==> src/rtl/brake_pkg.sv <==
// Purpose: shared constants of the servo brake sequencer
// Assumes: 50 MHz system clock, APB with 32-bit data
// Notes: speeds in rpm, delays in milliseconds
package brake_pkg;
  // register byte offsets
  localparam logic [7:0] OFS_FN_SEL = 8'h00;
  localparam logic [7:0] OFS_POL_SEL = 8'h04;
  localparam logic [7:0] OFS_SRC_SEL = 8'h08;
  localparam logic [7:0] OFS_ACCEPT = 8'h0C;
  localparam logic [7:0] OFS_STATIC = 8'h10;
  localparam logic [7:0] OFS_THRESH = 8'h14;
  localparam logic [7:0] OFS_ROTDLY = 8'h18;
  localparam logic [7:0] OFS_CTRL = 8'h1C;
  localparam logic [7:0] OFS_DO_FN = 8'h20;
  localparam logic [7:0] OFS_STATUS = 8'h24;
  // reset values
  localparam logic [15:0] RST_FN_SEL = 16'h0004;
  localparam logic [15:0] RST_POL_SEL = 16'h0000;
  localparam logic [15:0] RST_SRC_SEL = 16'h0000;
  localparam logic [15:0] RST_ACCEPT = 16'h00FA;
  localparam logic [15:0] RST_STATIC = 16'h0096;
  localparam logic [15:0] RST_THRESH = 16'h001E;
  localparam logic [15:0] RST_ROTDLY = 16'h01F4;
  localparam logic [15:0] RST_CTRL = 16'h0000;
  localparam logic [15:0] RST_DO_FN = 16'h0000;
  // control register fields
  localparam int CTRL_VIRT_BIT = 0;
  localparam int CTRL_SERVO_BIT = 1;
  // input channel function codes
  localparam logic [15:0] FN_UNUSED = 16'h0000;
  localparam logic [15:0] FN_SERVO_ON = 16'h0001;
  localparam logic [15:0] FN_FAULT_RESET = 16'h0002;
  localparam logic [15:0] FN_FWD_INHIBIT = 16'h0003;
  localparam logic [15:0] FN_REV_INHIBIT = 16'h0004;
  localparam logic [15:0] FN_LAST_LOW = 16'h0011;
  localparam logic [15:0] FN_FIRST_HIGH = 16'h0014;
  localparam logic [15:0] FN_LAST = 16'h0018;
  // output function code of the brake-release terminal
  localparam logic [15:0] DO_FN_BRAKE = 16'h0090;
  // speed classification and fixed hold time
  localparam logic [15:0] STATIC_SPEED_RPM = 16'h0014;
  localparam logic [15:0] ROT_HOLD_MS = 16'h0032;
  // timing
  localparam int CLK_HZ = 50000000;
  localparam int TICK_MS = 1;
  localparam int TICK_CYCLES = CLK_HZ / 1000 * TICK_MS;
  // sequencer states
  typedef enum logic [5:0] {
    ST_IDLE = 6'b000001,
    ST_RUN = 6'b000010,
    ST_STATIC = 6'b000100,
    ST_ROT_WAIT = 6'b001000,
    ST_ROT_HOLD = 6'b010000,
    ST_FAULT = 6'b100000
  } brake_state_e;
endpackage

==> src/rtl/ms_delay_timer.sv <==
// Purpose: millisecond delay timer with restart
// Assumes: TICK_CYCLES clock cycles make one millisecond
// Notes: done is a level, high once limit milliseconds have passed
`timescale 1ns/10ps
module ms_delay_timer #(
  parameter int TICK_CYCLES = 50000
) (
  input wire logic clk_sys, // system clock
  input wire logic reset, // synchronous reset, active high
  input wire logic restart, // one-cycle pulse, starts a new interval
  input wire logic [15:0] limit, // interval length in ms
  output logic done // interval elapsed
);
  logic [31:0] preQ;
  logic [15:0] msQ;
  logic tick;

  // prescaler restarts with the interval so the first ms is whole
  assign tick = (preQ == 32'(TICK_CYCLES - 1));
  always_ff @(posedge clk_sys) begin
    if (reset || restart || tick) begin
      preQ <= 32'h0000_0000;
    end else begin
      preQ <= preQ + 32'h0000_0001;
    end
  end

  // millisecond count saturates so done stays up
  always_ff @(posedge clk_sys) begin
    if (reset || restart) begin
      msQ <= 16'h0000;
    end else if (tick && msQ != 16'hFFFF) begin
      msQ <= msQ + 16'h0001;
    end
  end

  // not gated by restart: restart is derived from done, so a gate would close a combinational loop
  assign done = (msQ >= limit);
endmodule

==> src/rtl/servo_brake_sequencer.sv <==
// Purpose: brake sequencing and fourth input channel mapping of a servo drive
// Assumes: motorSpeed is absolute speed in rpm, synchronous to clk_sys
// Notes: APB slave, zero wait states; config copies load on powerCycle
// Function
// - input4 function 0 unused, 1..17 and 20..24 functions, rest reserved; default 4, power-cycle
// - input4 polarity 0 active low, 1 active high; applies at once
// - input4 source 0 physical terminal, 1 virtual bit; applies at once
// - any drive fault gives free-coast shutdown, nothing else
// - output function code 144 makes the terminal the brake release; power-cycle
// - instructions refused for accept delay after brake release goes on
// - static: stay energized static delay after brake off, then de-energize
// - rotating: brake off allowed once speed falls to threshold
// - rotating: brake off allowed once rotating delay from servo off elapsed
// - without brake terminal all four brake parameters are ignored
// - below 20 rpm static, 20 rpm or more rotating
// - servo off below 20 rpm runs static sequence
// - static sequence: brake off at once, energized during static delay
// - rotating: brake off on threshold reached or delay expired
// - rotating: energized 50 ms after brake goes off
`timescale 1ns/10ps
module servo_brake_sequencer
  import brake_pkg::*;
#(
  parameter int MS_CYCLES = TICK_CYCLES
) (
  input wire logic clk_sys, // system clock
  input wire logic reset, // synchronous reset, active high
  input wire logic psel, // apb select
  input wire logic penable, // apb enable
  input wire logic pwrite, // apb direction
  input wire logic [7:0] paddr, // apb byte address
  input wire logic [31:0] pwdata, // apb write data
  output logic [31:0] prdata, // apb read data
  output logic pready, // apb ready
  output logic pslverr, // apb error, unmapped address
  input wire logic powerCycle, // pulse, loads power-cycle settings
  input wire logic fourthInputChannel, // physical input terminal
  input wire logic driveFault, // any drive fault, level
  input wire logic [15:0] motorSpeed, // actual speed in rpm
  output logic brakeReleaseOutput, // brake release terminal
  output logic motorEnergized, // motor powered
  output logic instrAccept, // motion instructions accepted
  output logic input4Active, // fourth channel asserted
  output logic [4:0] input4Fn // active function of fourth channel
);
  logic [15:0] fnSelQ, polSelQ, srcSelQ, acceptQ, staticQ, threshQ, rotDlyQ, ctrlQ, doFnQ;
  logic [15:0] fnActQ, doFnActQ;
  logic [31:0] rdData;
  logic mapped, wrEn;
  brake_state_e stateQ, stateD;
  logic brakeAssigned, rotating, servoEn, rawIn, chanActive;
  logic timerDone, restart;
  logic [15:0] limit;

  // keep only documented function codes, reserved values read as unused
  function automatic logic [15:0] validFn(input logic [15:0] code);
    if (code <= FN_LAST_LOW || (code >= FN_FIRST_HIGH && code <= FN_LAST)) begin
      return code;
    end
    return FN_UNUSED;
  endfunction

  // address decode
  always_comb begin
    mapped = 1'b1;
    rdData = 32'h0000_0000;
    unique case (paddr)
      OFS_FN_SEL: rdData = {16'h0000, fnSelQ};
      OFS_POL_SEL: rdData = {16'h0000, polSelQ};
      OFS_SRC_SEL: rdData = {16'h0000, srcSelQ};
      OFS_ACCEPT: rdData = {16'h0000, acceptQ};
      OFS_STATIC: rdData = {16'h0000, staticQ};
      OFS_THRESH: rdData = {16'h0000, threshQ};
      OFS_ROTDLY: rdData = {16'h0000, rotDlyQ};
      OFS_CTRL: rdData = {16'h0000, ctrlQ};
      OFS_DO_FN: rdData = {16'h0000, doFnQ};
      OFS_STATUS: rdData = {16'h0000, fnActQ[7:0], brakeAssigned, rotating, servoEn,
                            chanActive, instrAccept, motorEnergized, brakeReleaseOutput,
                            stateQ == ST_FAULT};
      default: mapped = 1'b0;
    endcase
  end

  assign wrEn = psel && penable && pready && pwrite && mapped;

  // apb answer, ready one cycle after setup
  always_ff @(posedge clk_sys) begin
    if (reset) begin
      pready <= 1'b0;
      pslverr <= 1'b0;
      prdata <= 32'h0000_0000;
    end else begin
      pready <= psel && !penable;
      pslverr <= psel && !penable && !mapped;
      if (psel && !penable && !pwrite) begin
        prdata <= rdData;
      end
    end
  end

  // writable registers
  always_ff @(posedge clk_sys) begin
    if (reset) begin
      fnSelQ <= RST_FN_SEL;
      polSelQ <= RST_POL_SEL;
      srcSelQ <= RST_SRC_SEL;
      acceptQ <= RST_ACCEPT;
      staticQ <= RST_STATIC;
      threshQ <= RST_THRESH;
      rotDlyQ <= RST_ROTDLY;
      ctrlQ <= RST_CTRL;
      doFnQ <= RST_DO_FN;
    end else if (wrEn) begin
      unique case (paddr)
        OFS_FN_SEL: fnSelQ <= pwdata[15:0];
        OFS_POL_SEL: polSelQ <= pwdata[15:0];
        OFS_SRC_SEL: srcSelQ <= pwdata[15:0];
        OFS_ACCEPT: acceptQ <= pwdata[15:0];
        OFS_STATIC: staticQ <= pwdata[15:0];
        OFS_THRESH: threshQ <= pwdata[15:0];
        OFS_ROTDLY: rotDlyQ <= pwdata[15:0];
        OFS_CTRL: ctrlQ <= pwdata[15:0];
        OFS_DO_FN: doFnQ <= pwdata[15:0];
        default: ;
      endcase
    end
  end

  // settings that act only after power cycling
  always_ff @(posedge clk_sys) begin
    if (reset) begin
      fnActQ <= RST_FN_SEL;
      doFnActQ <= RST_DO_FN;
    end else if (powerCycle) begin
      fnActQ <= validFn(fnSelQ);
      doFnActQ <= doFnQ;
    end
  end

  // fourth channel: source and polarity act at once
  assign rawIn = srcSelQ[0] ? ctrlQ[CTRL_VIRT_BIT] : fourthInputChannel;
  assign chanActive = polSelQ[0] ? rawIn : !rawIn;
  assign servoEn = ctrlQ[CTRL_SERVO_BIT] || (fnActQ == FN_SERVO_ON && chanActive);
  assign brakeAssigned = (doFnActQ == DO_FN_BRAKE);
  assign rotating = (motorSpeed >= STATIC_SPEED_RPM);

  // channel outputs
  always_ff @(posedge clk_sys) begin
    if (reset) begin
      input4Active <= 1'b0;
      input4Fn <= 5'h00;
    end else begin
      input4Active <= chanActive && fnActQ != FN_UNUSED;
      input4Fn <= 5'(validFn(fnActQ));
    end
  end

  // next state of the brake sequence
  always_comb begin
    stateD = stateQ;
    unique case (stateQ)
      ST_IDLE: begin
        if (servoEn) begin
          stateD = ST_RUN;
        end
      end
      ST_RUN: begin
        if (!servoEn) begin
          if (!brakeAssigned) begin
            stateD = ST_IDLE;
          end else if (rotating) begin
            stateD = ST_ROT_WAIT;
          end else begin
            stateD = ST_STATIC;
          end
        end
      end
      ST_STATIC: begin
        if (timerDone) begin
          stateD = ST_IDLE;
        end
      end
      ST_ROT_WAIT: begin
        if (motorSpeed <= threshQ || timerDone) begin
          stateD = ST_ROT_HOLD;
        end
      end
      ST_ROT_HOLD: begin
        if (timerDone) begin
          stateD = ST_IDLE;
        end
      end
      ST_FAULT: begin
        if (!servoEn) begin
          stateD = ST_IDLE;
        end
      end
      default: stateD = ST_FAULT;
    endcase
    if (driveFault) begin
      stateD = ST_FAULT;
    end
  end

  // interval length per state
  always_comb begin
    unique case (stateQ)
      ST_RUN: limit = brakeAssigned ? acceptQ : 16'h0000;
      ST_STATIC: limit = staticQ;
      ST_ROT_WAIT: limit = rotDlyQ;
      ST_ROT_HOLD: limit = ROT_HOLD_MS;
      default: limit = 16'h0000;
    endcase
  end

  assign restart = (stateD != stateQ);

  ms_delay_timer #(
    .TICK_CYCLES(MS_CYCLES)
  ) u_timer (
    .clk_sys(clk_sys),
    .reset(reset),
    .restart(restart),
    .limit(limit),
    .done(timerDone)
  );

  // state register
  always_ff @(posedge clk_sys) begin
    if (reset) begin
      stateQ <= ST_IDLE;
    end else begin
      stateQ <= stateD;
    end
  end

  // terminal outputs follow the next state
  always_ff @(posedge clk_sys) begin
    if (reset) begin
      brakeReleaseOutput <= 1'b0;
      motorEnergized <= 1'b0;
      instrAccept <= 1'b0;
    end else begin
      brakeReleaseOutput <= brakeAssigned && (stateD == ST_RUN || stateD == ST_ROT_WAIT);
      motorEnergized <= stateD inside {ST_RUN, ST_STATIC, ST_ROT_WAIT, ST_ROT_HOLD};
      instrAccept <= stateD == ST_RUN && stateQ == ST_RUN && timerDone;
    end
  end

  // cycles since the last state change, kept apart from the timer for the interval checks
  logic [31:0] seqCntQ;
  always_ff @(posedge clk_sys) begin
    if (reset || restart) begin
      seqCntQ <= 32'h0000_0000;
    end else if (seqCntQ != 32'hFFFF_FFFF) begin
      seqCntQ <= seqCntQ + 32'h0000_0001;
    end
  end

  // checks
  a_fault_coast: assert property (@(posedge clk_sys) disable iff (reset)
    driveFault |=> !motorEnergized && !brakeReleaseOutput && !instrAccept)
    else $error("fault did not coast");
  a_accept_hold: assert property (@(posedge clk_sys) disable iff (reset)
    $rose(brakeReleaseOutput) |-> !instrAccept ##1 (!instrAccept || acceptQ <= 16'h0001))
    else $error("instruction accepted before delay");
  a_accept_open: assert property (@(posedge clk_sys) disable iff (reset)
    stateQ == ST_RUN && timerDone && servoEn && !driveFault |=> instrAccept)
    else $error("instructions still refused after delay");
  a_static_drop: assert property (@(posedge clk_sys) disable iff (reset)
    stateQ == ST_RUN && !servoEn && !rotating && brakeAssigned && !driveFault
    |=> !brakeReleaseOutput && motorEnergized && stateQ == ST_STATIC)
    else $error("static sequence not entered");
  a_static_end: assert property (@(posedge clk_sys) disable iff (reset)
    stateQ == ST_STATIC && timerDone |=> !motorEnergized)
    else $error("motor energized past static delay");
  a_speed_class: assert property (@(posedge clk_sys) disable iff (reset)
    stateQ == ST_RUN && !servoEn && rotating && brakeAssigned && !driveFault
    |=> stateQ == ST_ROT_WAIT && brakeReleaseOutput == 1'b1 && motorEnergized)
    else $error("rotating sequence not entered");
  a_rot_thresh: assert property (@(posedge clk_sys) disable iff (reset)
    stateQ == ST_ROT_WAIT && !driveFault && motorSpeed <= threshQ |=> stateQ == ST_ROT_HOLD)
    else $error("threshold did not end wait");
  a_rot_delay: assert property (@(posedge clk_sys) disable iff (reset)
    stateQ == ST_ROT_WAIT && !driveFault && timerDone |=> stateQ == ST_ROT_HOLD)
    else $error("rotating delay did not end wait");
  a_rot_hold: assert property (@(posedge clk_sys) disable iff (reset)
    $rose(stateQ == ST_ROT_HOLD) && !driveFault |-> motorEnergized [*2])
    else $error("energy dropped inside hold");
  a_no_brake: assert property (@(posedge clk_sys) disable iff (reset)
    !brakeAssigned |-> !brakeReleaseOutput ##1 (stateQ != ST_STATIC && stateQ != ST_ROT_WAIT))
    else $error("brake sequence without brake terminal");
  a_chan_map: assert property (@(posedge clk_sys) disable iff (reset)
    fnActQ != FN_UNUSED && !srcSelQ[0]
    |=> input4Active == ($past(fourthInputChannel) == $past(polSelQ[0])))
    else $error("input channel mapping wrong");
  a_chan_virt: assert property (@(posedge clk_sys) disable iff (reset)
    fnActQ != FN_UNUSED && srcSelQ[0]
    |=> input4Active == ($past(ctrlQ[CTRL_VIRT_BIT]) == $past(polSelQ[0])))
    else $error("virtual input mapping wrong");
  a_pol_now: assert property (@(posedge clk_sys) disable iff (reset)
    $changed(polSelQ[0]) && $stable(rawIn) && $stable(fnActQ) && fnActQ != FN_UNUSED
    |=> $changed(input4Active))
    else $error("polarity change did not act at once");
  a_unused_off: assert property (@(posedge clk_sys) disable iff (reset)
    fnActQ == FN_UNUSED |=> !input4Active)
    else $error("unused channel reported active");

  // power-cycle settings move only on the load pulse
  a_fn_stable: assert property (@(posedge clk_sys) disable iff (reset)
    !powerCycle |=> $stable(fnActQ) && $stable(doFnActQ))
    else $error("active settings changed without power cycle");
  a_fn_reserved: assert property (@(posedge clk_sys) disable iff (reset)
    input4Fn <= FN_LAST[4:0] && !(input4Fn > FN_LAST_LOW[4:0] && input4Fn < FN_FIRST_HIGH[4:0]))
    else $error("reserved function code reported");
  a_brake_code: assert property (@(posedge clk_sys) disable iff (reset)
    brakeReleaseOutput |-> $past(doFnActQ) == DO_FN_BRAKE)
    else $error("brake released without brake terminal code");

  // brake terminal level per sequence state
  a_rot_brake_on: assert property (@(posedge clk_sys) disable iff (reset)
    stateQ == ST_ROT_WAIT && $past(brakeAssigned) |-> brakeReleaseOutput)
    else $error("brake applied before rotating stop condition");
  a_static_brake: assert property (@(posedge clk_sys) disable iff (reset)
    stateQ == ST_STATIC |-> !brakeReleaseOutput)
    else $error("brake released in static sequence");
  a_fault_state: assert property (@(posedge clk_sys) disable iff (reset)
    stateQ == ST_FAULT |-> !motorEnergized && !brakeReleaseOutput && !instrAccept)
    else $error("outputs active in fault state");

  // interval lengths against the independent cycle count
  a_accept_len: assert property (@(posedge clk_sys) disable iff (reset)
    stateQ == ST_RUN && brakeAssigned && seqCntQ < 32'(acceptQ) * 32'(MS_CYCLES) |=> !instrAccept)
    else $error("instructions accepted inside accept delay");
  a_static_hold: assert property (@(posedge clk_sys) disable iff (reset)
    stateQ == ST_STATIC && !driveFault && seqCntQ < 32'(staticQ) * 32'(MS_CYCLES)
    |=> motorEnergized)
    else $error("energy dropped inside static delay");
  a_rot_hold_len: assert property (@(posedge clk_sys) disable iff (reset)
    stateQ == ST_ROT_HOLD && !driveFault && seqCntQ < 32'(ROT_HOLD_MS) * 32'(MS_CYCLES)
    |=> motorEnergized)
    else $error("energy dropped inside rotating hold");
  a_rot_hold_end: assert property (@(posedge clk_sys) disable iff (reset)
    stateQ == ST_ROT_HOLD && seqCntQ == 32'(ROT_HOLD_MS) * 32'(MS_CYCLES) |=> !motorEnergized)
    else $error("motor energized past rotating hold");
endmodule
==> config.mk <==
export PLATFORM = sky130hd
export DESIGN_NAME = servo_brake_sequencer
export DESIGN_NICKNAME = d
export VERILOG_FILES = /design/src/rtl/brake_pkg.sv /design/src/rtl/ms_delay_timer.sv /design/src/rtl/servo_brake_sequencer.sv
export SDC_FILE = /design/constraint.sdc
export NUM_CORES = 1
export LEC_CHECK = 0
export BUFFER_PORTS_ARGS = -buffer_cell sky130_fd_sc_hd__buf_2
export CORE_MARGIN = 8
export CORE_UTILIZATION = 57
export CTS_BUF_LIST = sky130_fd_sc_hd__clkbuf_4 sky130_fd_sc_hd__clkbuf_8
export DETAILED_ROUTE_END_ITERATION = 10
export PLACE_DENSITY = 0.8
export REMOVE_ABC_BUFFERS = 1
export SETUP_SLACK_MARGIN = 0.2
export SKIP_LAST_GASP = 1
export SYNTH_ARGS = -nofsm -noshare
export SYNTH_HDL_FRONTEND = slang
export SYNTH_HIERARCHICAL = 1
export SYNTH_SLANG_ARGS = --single-unit
==> constraint.sdc <==
create_clock -name clk_sys -period 5.8 [get_ports clk_sys]
set_input_delay 0.29 -clock clk_sys [delete_from_list [all_inputs] [get_ports clk_sys]]
set_output_delay 0.29 -clock clk_sys [all_outputs]
set_load 0.02 [all_outputs]
## Word level (Yosys, flattened, before mapping)

Cells that the tools add are included.

| storage, ports and cells | value |
|---|---|
| bits of input ports | 64 |
| output and inout port bits | 43 |
| word-level logic and storage cells | 122 |
| register bits after elaboration | 273 |

| cells by class | value |
|---|---|
| eq/ne operators | 24 |
| reduce and logical (&&, ||, !) cells | 41 |
| magnitude comparators | 9 |
| bitwise logic cells | 1 |
| add/sub/neg operators | 2 |
| multiplexer cells | 23 |

Operators with widths:

| kind | count |
|---|---|
| $pmux W16 S10 | 1 |
| $le A16 B5 Y1 const B | 4 |
| $pmux W16 S4 | 1 |
| $ge A16 B5 Y1 const B | 3 |
| $mux W16 | 3 |
| $mux W6 | 6 |
| $add A32 B1 Y32 const B | 1 |
| $eq A32 B16 Y1 const B | 1 |
| $eq A8 B5 Y1 const B | 4 |
| $pmux W6 S5 | 1 |
| $reduce_and A2 Y1 | 9 |
| $add A16 B1 Y16 const B | 1 |
| $eq A16 B1 Y1 const B | 1 |
| $eq A16 B8 Y1 const B | 1 |
| $eq A8 B4 Y1 const B | 2 |
| $eq A8 B6 Y1 const B | 2 |
| $ge A16 B16 Y1 | 1 |
| $le A16 B16 Y1 | 1 |
| $ne A16 B16 Y1 const B | 1 |
| $reduce_bool A16 Y1 | 1 |
| $logic_and A1 B1 Y1 | 15 |
| $eq A6 B2 Y1 const B | 2 |
| $eq A6 B3 Y1 const B | 2 |
| $eq A6 B4 Y1 const B | 2 |
| 15 further kinds | 34 |

## Logic depth before layout (Yosys ltp)

Gate-level depths: netlist (run 1).

| depth | value |
|---|---|
| word-level depth | 11 |
| gate-level depth with buffers | 21 |

## Cells and area by module

Netlist (run 1), hierarchy kept.

By module, submodules not included:

| module | cells each | area each (um^2) | seq. area each (um^2) | times used |
|---|---|---|---|---|
| servo_brake_sequencer | 1013 | 9599.2 | 4184.0 | 1 |
| ms_delay_timer | 319 | 2716.4 | 960.9 | 1 |

## Worst setup path before layout (run 1)

No wires, ideal clock.

| timing | value |
|---|---|
| kind | register to register |
| start | register stateQ[1] |
| end | register u_timer.preQ[10] |
| cell stages (with the launch flop) | 22 |
| clock period less this slack | 4.531 ns |
| data required time | 5.735 ns |
| data arrival time | 4.466 ns |
| library setup time | 0.065 ns |
| path slack | 1.269 ns |
| path through | dfxtp_1 > clkbuf_1 > or4_1 > nor2_1 > clkbuf_1 > a222oi_1 > inv_1 > inv_1 > ha_1 > a21oi_1 > and3_1 > o21ai_0 > a221oi_1 > o21ai_0 > and2b_1 > o22ai_1 > a211oi_1 > o211ai_1 > nor2_1 > nand2_1 > clkbuf_1 > nor2_1 |

| on the way | value |
|---|---|
| word-level cells in the longest chain between the ends | 10 |
| elaborated cells on any way between the ends | 20 |
| classes of those cells | order compare: 1; eq/ne: 7; mux: 8; reduce/logical: 4 |

RTL lines:

| element | line | RTL |
|---|---|---|
| start: declaration | servo_brake_sequencer.sv:50 | `brake_state_e stateQ, stateD;` |
| start signal: assignment | servo_brake_sequencer.sv:233 | `stateQ <= stateD;` |
| $eq A6 B5 Y1, or another cell as far along | servo_brake_sequencer.sv:207 | `unique case (stateQ)` |
| $pmux W16 S4 (*) | servo_brake_sequencer.sv:207 |  |
| named net limit[6] | servo_brake_sequencer.sv:53 | `logic [15:0] limit;` |
| $ge A16 B16 Y1 (*) | ms_delay_timer.sv:38 | `assign done = (msQ >= limit);` |
| named net timerDone | servo_brake_sequencer.sv:52 | `logic timerDone, restart;` |
| $logic_or A1 B1 Y1 | servo_brake_sequencer.sv:184 | `if (motorSpeed <= threshQ \|\| timerDone) begin` |
| $mux W6 | servo_brake_sequencer.sv:184 |  |
| $pmux W6 S5 (*) | servo_brake_sequencer.sv:161 | `unique case (stateQ)` |
| $mux W6 (*) | servo_brake_sequencer.sv:200 | `if (driveFault) begin` |
| $ne A6 B6 Y1 (*) | servo_brake_sequencer.sv:216 | `assign restart = (stateD != stateQ);` |
| named net restart | servo_brake_sequencer.sv:52 |  |
| $logic_or A1 B1 Y1 (*) (2 in a row) | ms_delay_timer.sv:21 | `if (reset \|\| restart \|\| tick) begin` |
| end signal: assignment | ms_delay_timer.sv:24 | `preQ <= preQ + 32'h0000_0001;` |
| end: declaration | ms_delay_timer.sv:14 | `logic [31:0] preQ;` |

The timed path passes the listed nets; every way through them passes the cells marked *.
A chain may end at the register's enable or synchronous reset.

## Worst setup path in the final report (run 1)

| timing | value |
|---|---|
| start | register stateQ[0] |
| end | register u_timer.preQ[18] |

Same word-level chain as after synthesis.

==> impl_metrics.toml, run 1 <==
[status]
status = "completed"

[sta]
fin_worst_skew_ns = 0.0316
min_period_over_period_pct = 88.6
fmax_ghz = 0.195
post-route-min-period_ns = 5.14
tightest_slew_ns = 1.27
finalSetupViolCount = 0
fin_setup_tns_ns = 0
maxSlewHeadroom_pct = 15.5
final-max-slew-violation-count = 0
rsz0062_at_grt = "no"
hold_viol = 0

[synthesis]
synth.distinct_cells = 79
syn_inst = 1332
synthArstFlopShare_pct = 0
synth_edf_count = 0
ys_warn_count = 6
ys_ff_latch = 257
ys_seq_area_share_pct = 41.8
synthFlopType = "dfxtp_1"
yosys-top-cells-area = "dfxtp_1, mux2i_1, nor2_1"
yosysTopAreaCellShare_pct = 41.8
yosysTopAreaCell = "dfxtp_1"
synth.avg_cell_area_um2 = 9.25
syn_area_um2 = 12300

[floorplanning]
fp.dieW_um = 163
fp.dieH_um = 163
die-area_um2 = 26600
fp.coreArea_um2 = 21100
fp-row-count = 53
io_pins = 107
initial_utilization_pct = 58.4

[grt]
overflow = 0
antenna_found_initial = 0
grt_pass1_wl_mm = 54.8
grt_usage_pct = 25.7
grt_pass1_vias = 10207
grt_max_degree = 69

[critical_path]
worstPathRequired_ns = 6.27
critPathLaunchType = "register"
critPathLaunch = "stateQ[0]$_SDFF_PP1_"
crit_chain = "or4_1 > nor2_1 > buf_4 > a222oi_1 > inv_1 > inv_1 > ha_1 > a21oi_1 > and3_1 > o21ai_0 > a221oi_1 > o21ai_0 > and2b_1 > o22ai_1 > a211oi_1 > o211ai_1 > nor2_1 > buf_4 > nand2_1 > buf_4 > nor2_1"
path_delay_family = "simple AND/OR/NAND/NOR gates"
arrival_ns = 5.61
crit_buf_inv = 5
cp-end-kind = "register"
r2r_start = "stateQ[0]$_SDFF_PP1_"
crit_fanout = 31
crit_slowest_cell = "or4_1"
worstSetupPathType = "reg2reg"
slowest_delay_ns = 0.63

[clocking]
clockBufferDepth = 3
tritoncts = "yes"
cts_sinks = 257
cts_setup_buffers = 0
ctsRootBufferMaster = "clkbuf_8"
ctsHoldBuffers = 0
clkTransAtPathRegs_ns = 0.06
clock_latency_ns = 0.55
cts_made_buffers = 42
cts.htree.levels = 2

[pwr]
p_leak_nw = 5.07
p_clk_share_pct = 45.7
comb_power_share_pct = 4.8
p_int_mw = 2.76
p_per_area_nw_per_um2 = 264
ir_worst_vdd_uv = 152
switchingPower_mw = 0.840
pwr-share-seq_pct = 49.5
switching_share_pct = 23.3

[drt]
drt_pass1_iterations = 8
wire_per_inst_um = 20.6
drc = 0
totalWireLength_mm = 34.8
drtIter0Drc = 1263
viasPerCell = 6.27
ant_nets = 0
dr_total_vias = 10602

[layout]
seqCellArea_um2 = 5140
nNetsFinal = 1483
area_delta_synth_final_pct = 10.7
final_common_cell = "dfxtp_1"
n_fill_cell = 1752
diodes = 0
multiInputGateArea_um2 = 6520
final_cell_mix = "dfxtp_1, nor2_1, mux2i_1"
drive_above_1_share_pct = 15.8
fin_cells = 1690

[placement]
io_buffers = 74
place_congestion = 0.931
dp.cells = 1616
dp_hpwl_mm = 23.2

[flow_run]
drv_cap = 0

[hold_path]
hp-start = "psel"
hold_path.class = "in2reg"
cell type report:
| cell class | count | area share (%) |
|---|---|---|
| Timing Repair Buffer | 93 | 3.78 |
| Multi-Input combinational cell | 935 | 47.9 |
| Clock inverter | 7 | 0.303 |
| Clock buffer | 67 | 6.26 |
| Tap cell | 275 | 2.52 |
| Sequential cell | 257 | 37.7 |
| Inverter | 56 | 1.54 |
per-stage QoR:
stage                     instance area (um^2)  power, mW  util, %  hold slack, ns  worst slack [ns]
after global routing                     13600       3.71     64.6          0.0810             0.224
after CTS                                13600       3.61     64.6          0.0358             0.688
after detailed placement                 12700       1.99     60.4           0.446             0.748
final                                    13600       3.60     64.6          0.0492             0.662
after global placement                   12700       1.98     60.4           0.442             0.879
after floorplan                          11800       1.90        -           0.362             0.957
routing by layer:
| layer | GRT usage, % | routed length [um] | up-vias |
|---|---|---|---|
| li1 | - | - | 4906 |
| met3 | 5.49 | 3590 | 115 |
| met4 | 12.4 | 1470 | 0 |
| met5 | 0 | 0 | - |
| met2 | 39.7 | 15300 | 572 |
| met1 | 33.7 | 14500 | 5009 |
worst register-to-register path: cells and delay by family (launching register included):
| kind | cells | cell delay (ns) |
|---|---|---|
| buffers and inverters | 5 | 0.92 |
| flip-flops | 1 | 0.43 |
| AND/OR/NAND/NOR | 7 | 1.71 |
| adder cells (fa/ha/maj) | 1 | 0.34 |
| AO/OA/AOI/OAI | 8 | 1.66 |
synth_stat cells, types with 11 or more instances:
cell type,n
dfxtp_1,257
nor2_1,205
mux2i_1,161
nand2_1,76
inv_1,56
clkbuf_1,52
nand3_1,45
a22oi_1,41
ha_1,34
a222oi_1,28
nor4_1,25
a21oi_1,24
nand4_1,24
and2_1,21
buf_4,20
o21ai_0,19
xnor2_1,17
xor2_1,17
buf_2,16
a221oi_1,11
o221a_2,11
registers in the layout, indices dropped and copies added, names as in the netlist, 5 cells and up:
signal / flops
u_timer/preQ: 32
u_timer/msQ: 16
acceptQ: 16
stateQ: 6
srcSelQ: 16
input4Fn: 5
staticQ: 16
rotDlyQ: 16
polSelQ: 16
ctrlQ: 16
fnActQ: 16
doFnQ: 16
doFnActQ: 16
prdata: 16
threshQ: 16
fnSelQ: 16
worst paths after layout:
check                           depth (start not counted)  slack [ns]                           to
worst max register to register                         21        0.66  u_timer/preQ[18]$_SDFF_PP0_
worst max-delay path                                   21        0.66  u_timer/preQ[18]$_SDFF_PP0_
worst min-delay path                                    3        0.05            pready$_SDFF_PP0_
worst min register to register                          1        0.46      fnActQ[13]$_SDFFE_PP0P_
what timing repair did:
item / CTS / global route
gates resized for setup: 0 / 1
endpoints found under the hold margin: 0 / 0
setup endpoints to repair: 0 / 28
power by group through the flow:
stage	registers, mW	clock network, mW	logic (mW)
floorplan	1.83	0	0.0718
CTS	1.78	1.66	0.168
detailed placement	1.82	0	0.167
finish	1.78	1.64	0.171
global route	1.78	1.75	0.183
global placement	1.82	0	0.164
cell families after synthesis:
logic type / after synthesis / synth area share (%)
multiplexers: 163 / 13.4
XOR/XNOR: 34 / 2.42
other: 1 / 0.0304
AO/OA/AOI/OAI: 194 / 12.3
adder cells (fa/ha/maj): 34 / 3.45
buffers and inverters: 155 / 5.98
AND/OR/NAND/NOR: 494 / 20.7
flip-flops: 257 / 41.8
Note: power is estimated with default switching activity, not from simulation.
==> inputs of run 2 (changes only) <==
--- a/config.mk
+++ b/config.mk
@@ -6,7 +6,7 @@
 export NUM_CORES = 1
 export LEC_CHECK = 0
 export BUFFER_PORTS_ARGS = -buffer_cell sky130_fd_sc_hd__buf_2
-export CORE_MARGIN = 8
+export CORE_MARGIN = 2
 export CORE_UTILIZATION = 57
 export CTS_BUF_LIST = sky130_fd_sc_hd__clkbuf_4 sky130_fd_sc_hd__clkbuf_8
 export DETAILED_ROUTE_END_ITERATION = 10
==> run 2 against run 1 <==
- first-iteration DRC count decreased by 10%
- clock power about the same
- final cell count increased by 0.18%
- global-route usage increased by 4.7 points
- worst setup slack improved by 0.055 ns
- utilization increased by 0.083 points
- critical path depth decreased by 1
- highest routed layer unchanged
==> impl_metrics.toml, run 2 (same netlist as run 1, synthesis figures left out) <==
[layout]
final_common_cell = "dfxtp_1"
diodes = 0
fin_cells = 1693
regMostFlops = "u_timer/preQ"
area_delta_synth_final_pct = 10.8
final_cell_mix = "dfxtp_1, nor2_1, mux2i_1"
nNetsFinal = 1485
largest_reg_flops = 32
drive_above_1_share_pct = 15.8
n_fill_cell = 1721

[sta]
finalSetupViolCount = 0
fin_worst_skew_ns = 0.0329
fmax_ghz = 0.197
finalWorstSetupSlack_ns = 0.717
holdWs_ns = 0.0399
maxSlewHeadroom_pct = 19.2
min_period_over_period_pct = 87.6
post-route-min-period_ns = 5.08
final-max-slew-violation-count = 0
rsz0062_at_grt = "no"
tightest_slew_ns = 1.20
hold_viol = 0
fin_setup_tns_ns = 0

[grt]
grt_pass1_vias = 10238
grt_usage_pct = 30.4
overflow = 0
antenna_found_initial = 0
grt_max_degree = 82
grt_pass1_wl_mm = 54.1

[critical_path]
crit_fanout = 10
worstPathRequired_ns = 6.28
critPathLaunchType = "register"
arrival_ns = 5.56
cp-end-kind = "register"
worstSetupPathType = "reg2reg"

[clocking]
clock_latency_ns = 0.57
cts_made_buffers = 42
cts.htree.levels = 2
cts_setup_buffers = 0
cts_sinks = 257
tritoncts = "yes"
clkTransAtPathRegs_ns = 0.06
ctsHoldBuffers = 0
ctsRootBufferMaster = "clkbuf_8"
clockBufferDepth = 3
postCtsResizedCells = 0

[floorplanning]
die-area_um2 = 22800
io_pins = 107
fp.coreArea_um2 = 21100
initial_utilization_pct = 58.4
fp-row-count = 53
fp.dieH_um = 151
fp.dieW_um = 151

[pwr]
p_leak_nw = 5.08
ir_worst_vdd_uv = 133
p_per_area_nw_per_um2 = 266
finalPower_mw = 3.62

[flow_run]
drv_cap = 0

[drt]
wire_per_inst_um = 20.3
drt_pass1_iterations = 8
totalWireLength_mm = 34.4
dr_total_vias = 10619
ant_nets = 0
drtIter0Drc = 1132
viasPerCell = 6.27
drc = 0

[placement]
dp_hpwl_mm = 22.7
place_congestion = 0.911
io_buffers = 74
pre_cts_ws_ns = 0.874
dp.cells = 1618

[status]
status = "completed"

[hold_path]
hold_path.class = "in2reg"
run 2: cell type report:
type                       count  area, um^2  share of cell area, %
sequential                   257        5140                   37.7
inverter                      56         210                   1.54
tap                          275         344                   2.52
timing repair buffer          95         531                   3.89
multi-input combinational    935        6520                   47.7
clock inverter                10        86.3                  0.632
clock buffer                  65         820                   6.00
run 2: worst paths after layout:
kind,from,end,slack (ns),cells after the start
worst max register to register,doFnActQ[10]$_SDFFE_PP0P_,u_timer/msQ[5]$_SDFFE_PP0P_,0.72,20
worst max-delay path,doFnActQ[10]$_SDFFE_PP0P_,u_timer/msQ[5]$_SDFFE_PP0P_,0.72,20
worst min-delay path,psel,pready$_SDFF_PP0_,0.04,3
worst min register to register,u_timer/preQ[0]$_SDFF_PP0_,u_timer/preQ[0]$_SDFF_PP0_,0.46,1
run 2: worst max-delay path, stage by stage (launching register included):
cell,delay [ns]
dfxtp_1,0.32
nor4_1,0.47
nand4_1,0.30
nor3_2,0.29
buf_4,0.22
a222oi_1,0.10
inv_1,0.10
inv_1,0.06
ha_1,0.33
a21oi_1,0.14
and3_1,0.16
o21ai_0,0.12
a221oi_1,0.27
o21ai_0,0.33
and2b_1,0.33
o22ai_1,0.08
a211oi_1,0.25
o211ai_1,0.31
or2_2,0.49
nor2_1,0.12
a41o_1,0.19
run 2: layer usage:
metal	share of wire [%]	wire length [um]	global-route usage (%)	vias to the layer above
met2	45	15500	48.5	594
met1	41	14200	40.2	5017
met3	9.6	3310	5.87	106
met4	3.9	1330	13.6	0
li1	-	-	-	4902
met5	0	0	0	-
run 2: report_power, final:
group	switching (mW)	total, mW	leakage (nW)	internal, mW
Combinational	0.119	0.170	2.52	0.0504
Sequential	0.00743	1.78	2.07	1.77
Clock	0.724	1.67	0.480	0.949
run 2: metrics by stage:
stage | util [%] | instance area [um^2]
finish | 64.7 | 13700
global route | 64.7 | 13700
CTS | 64.7 | 13700
detailed placement | 60.4 | 12700
global placement | 60.4 | 12700
floorplan | - | 11800
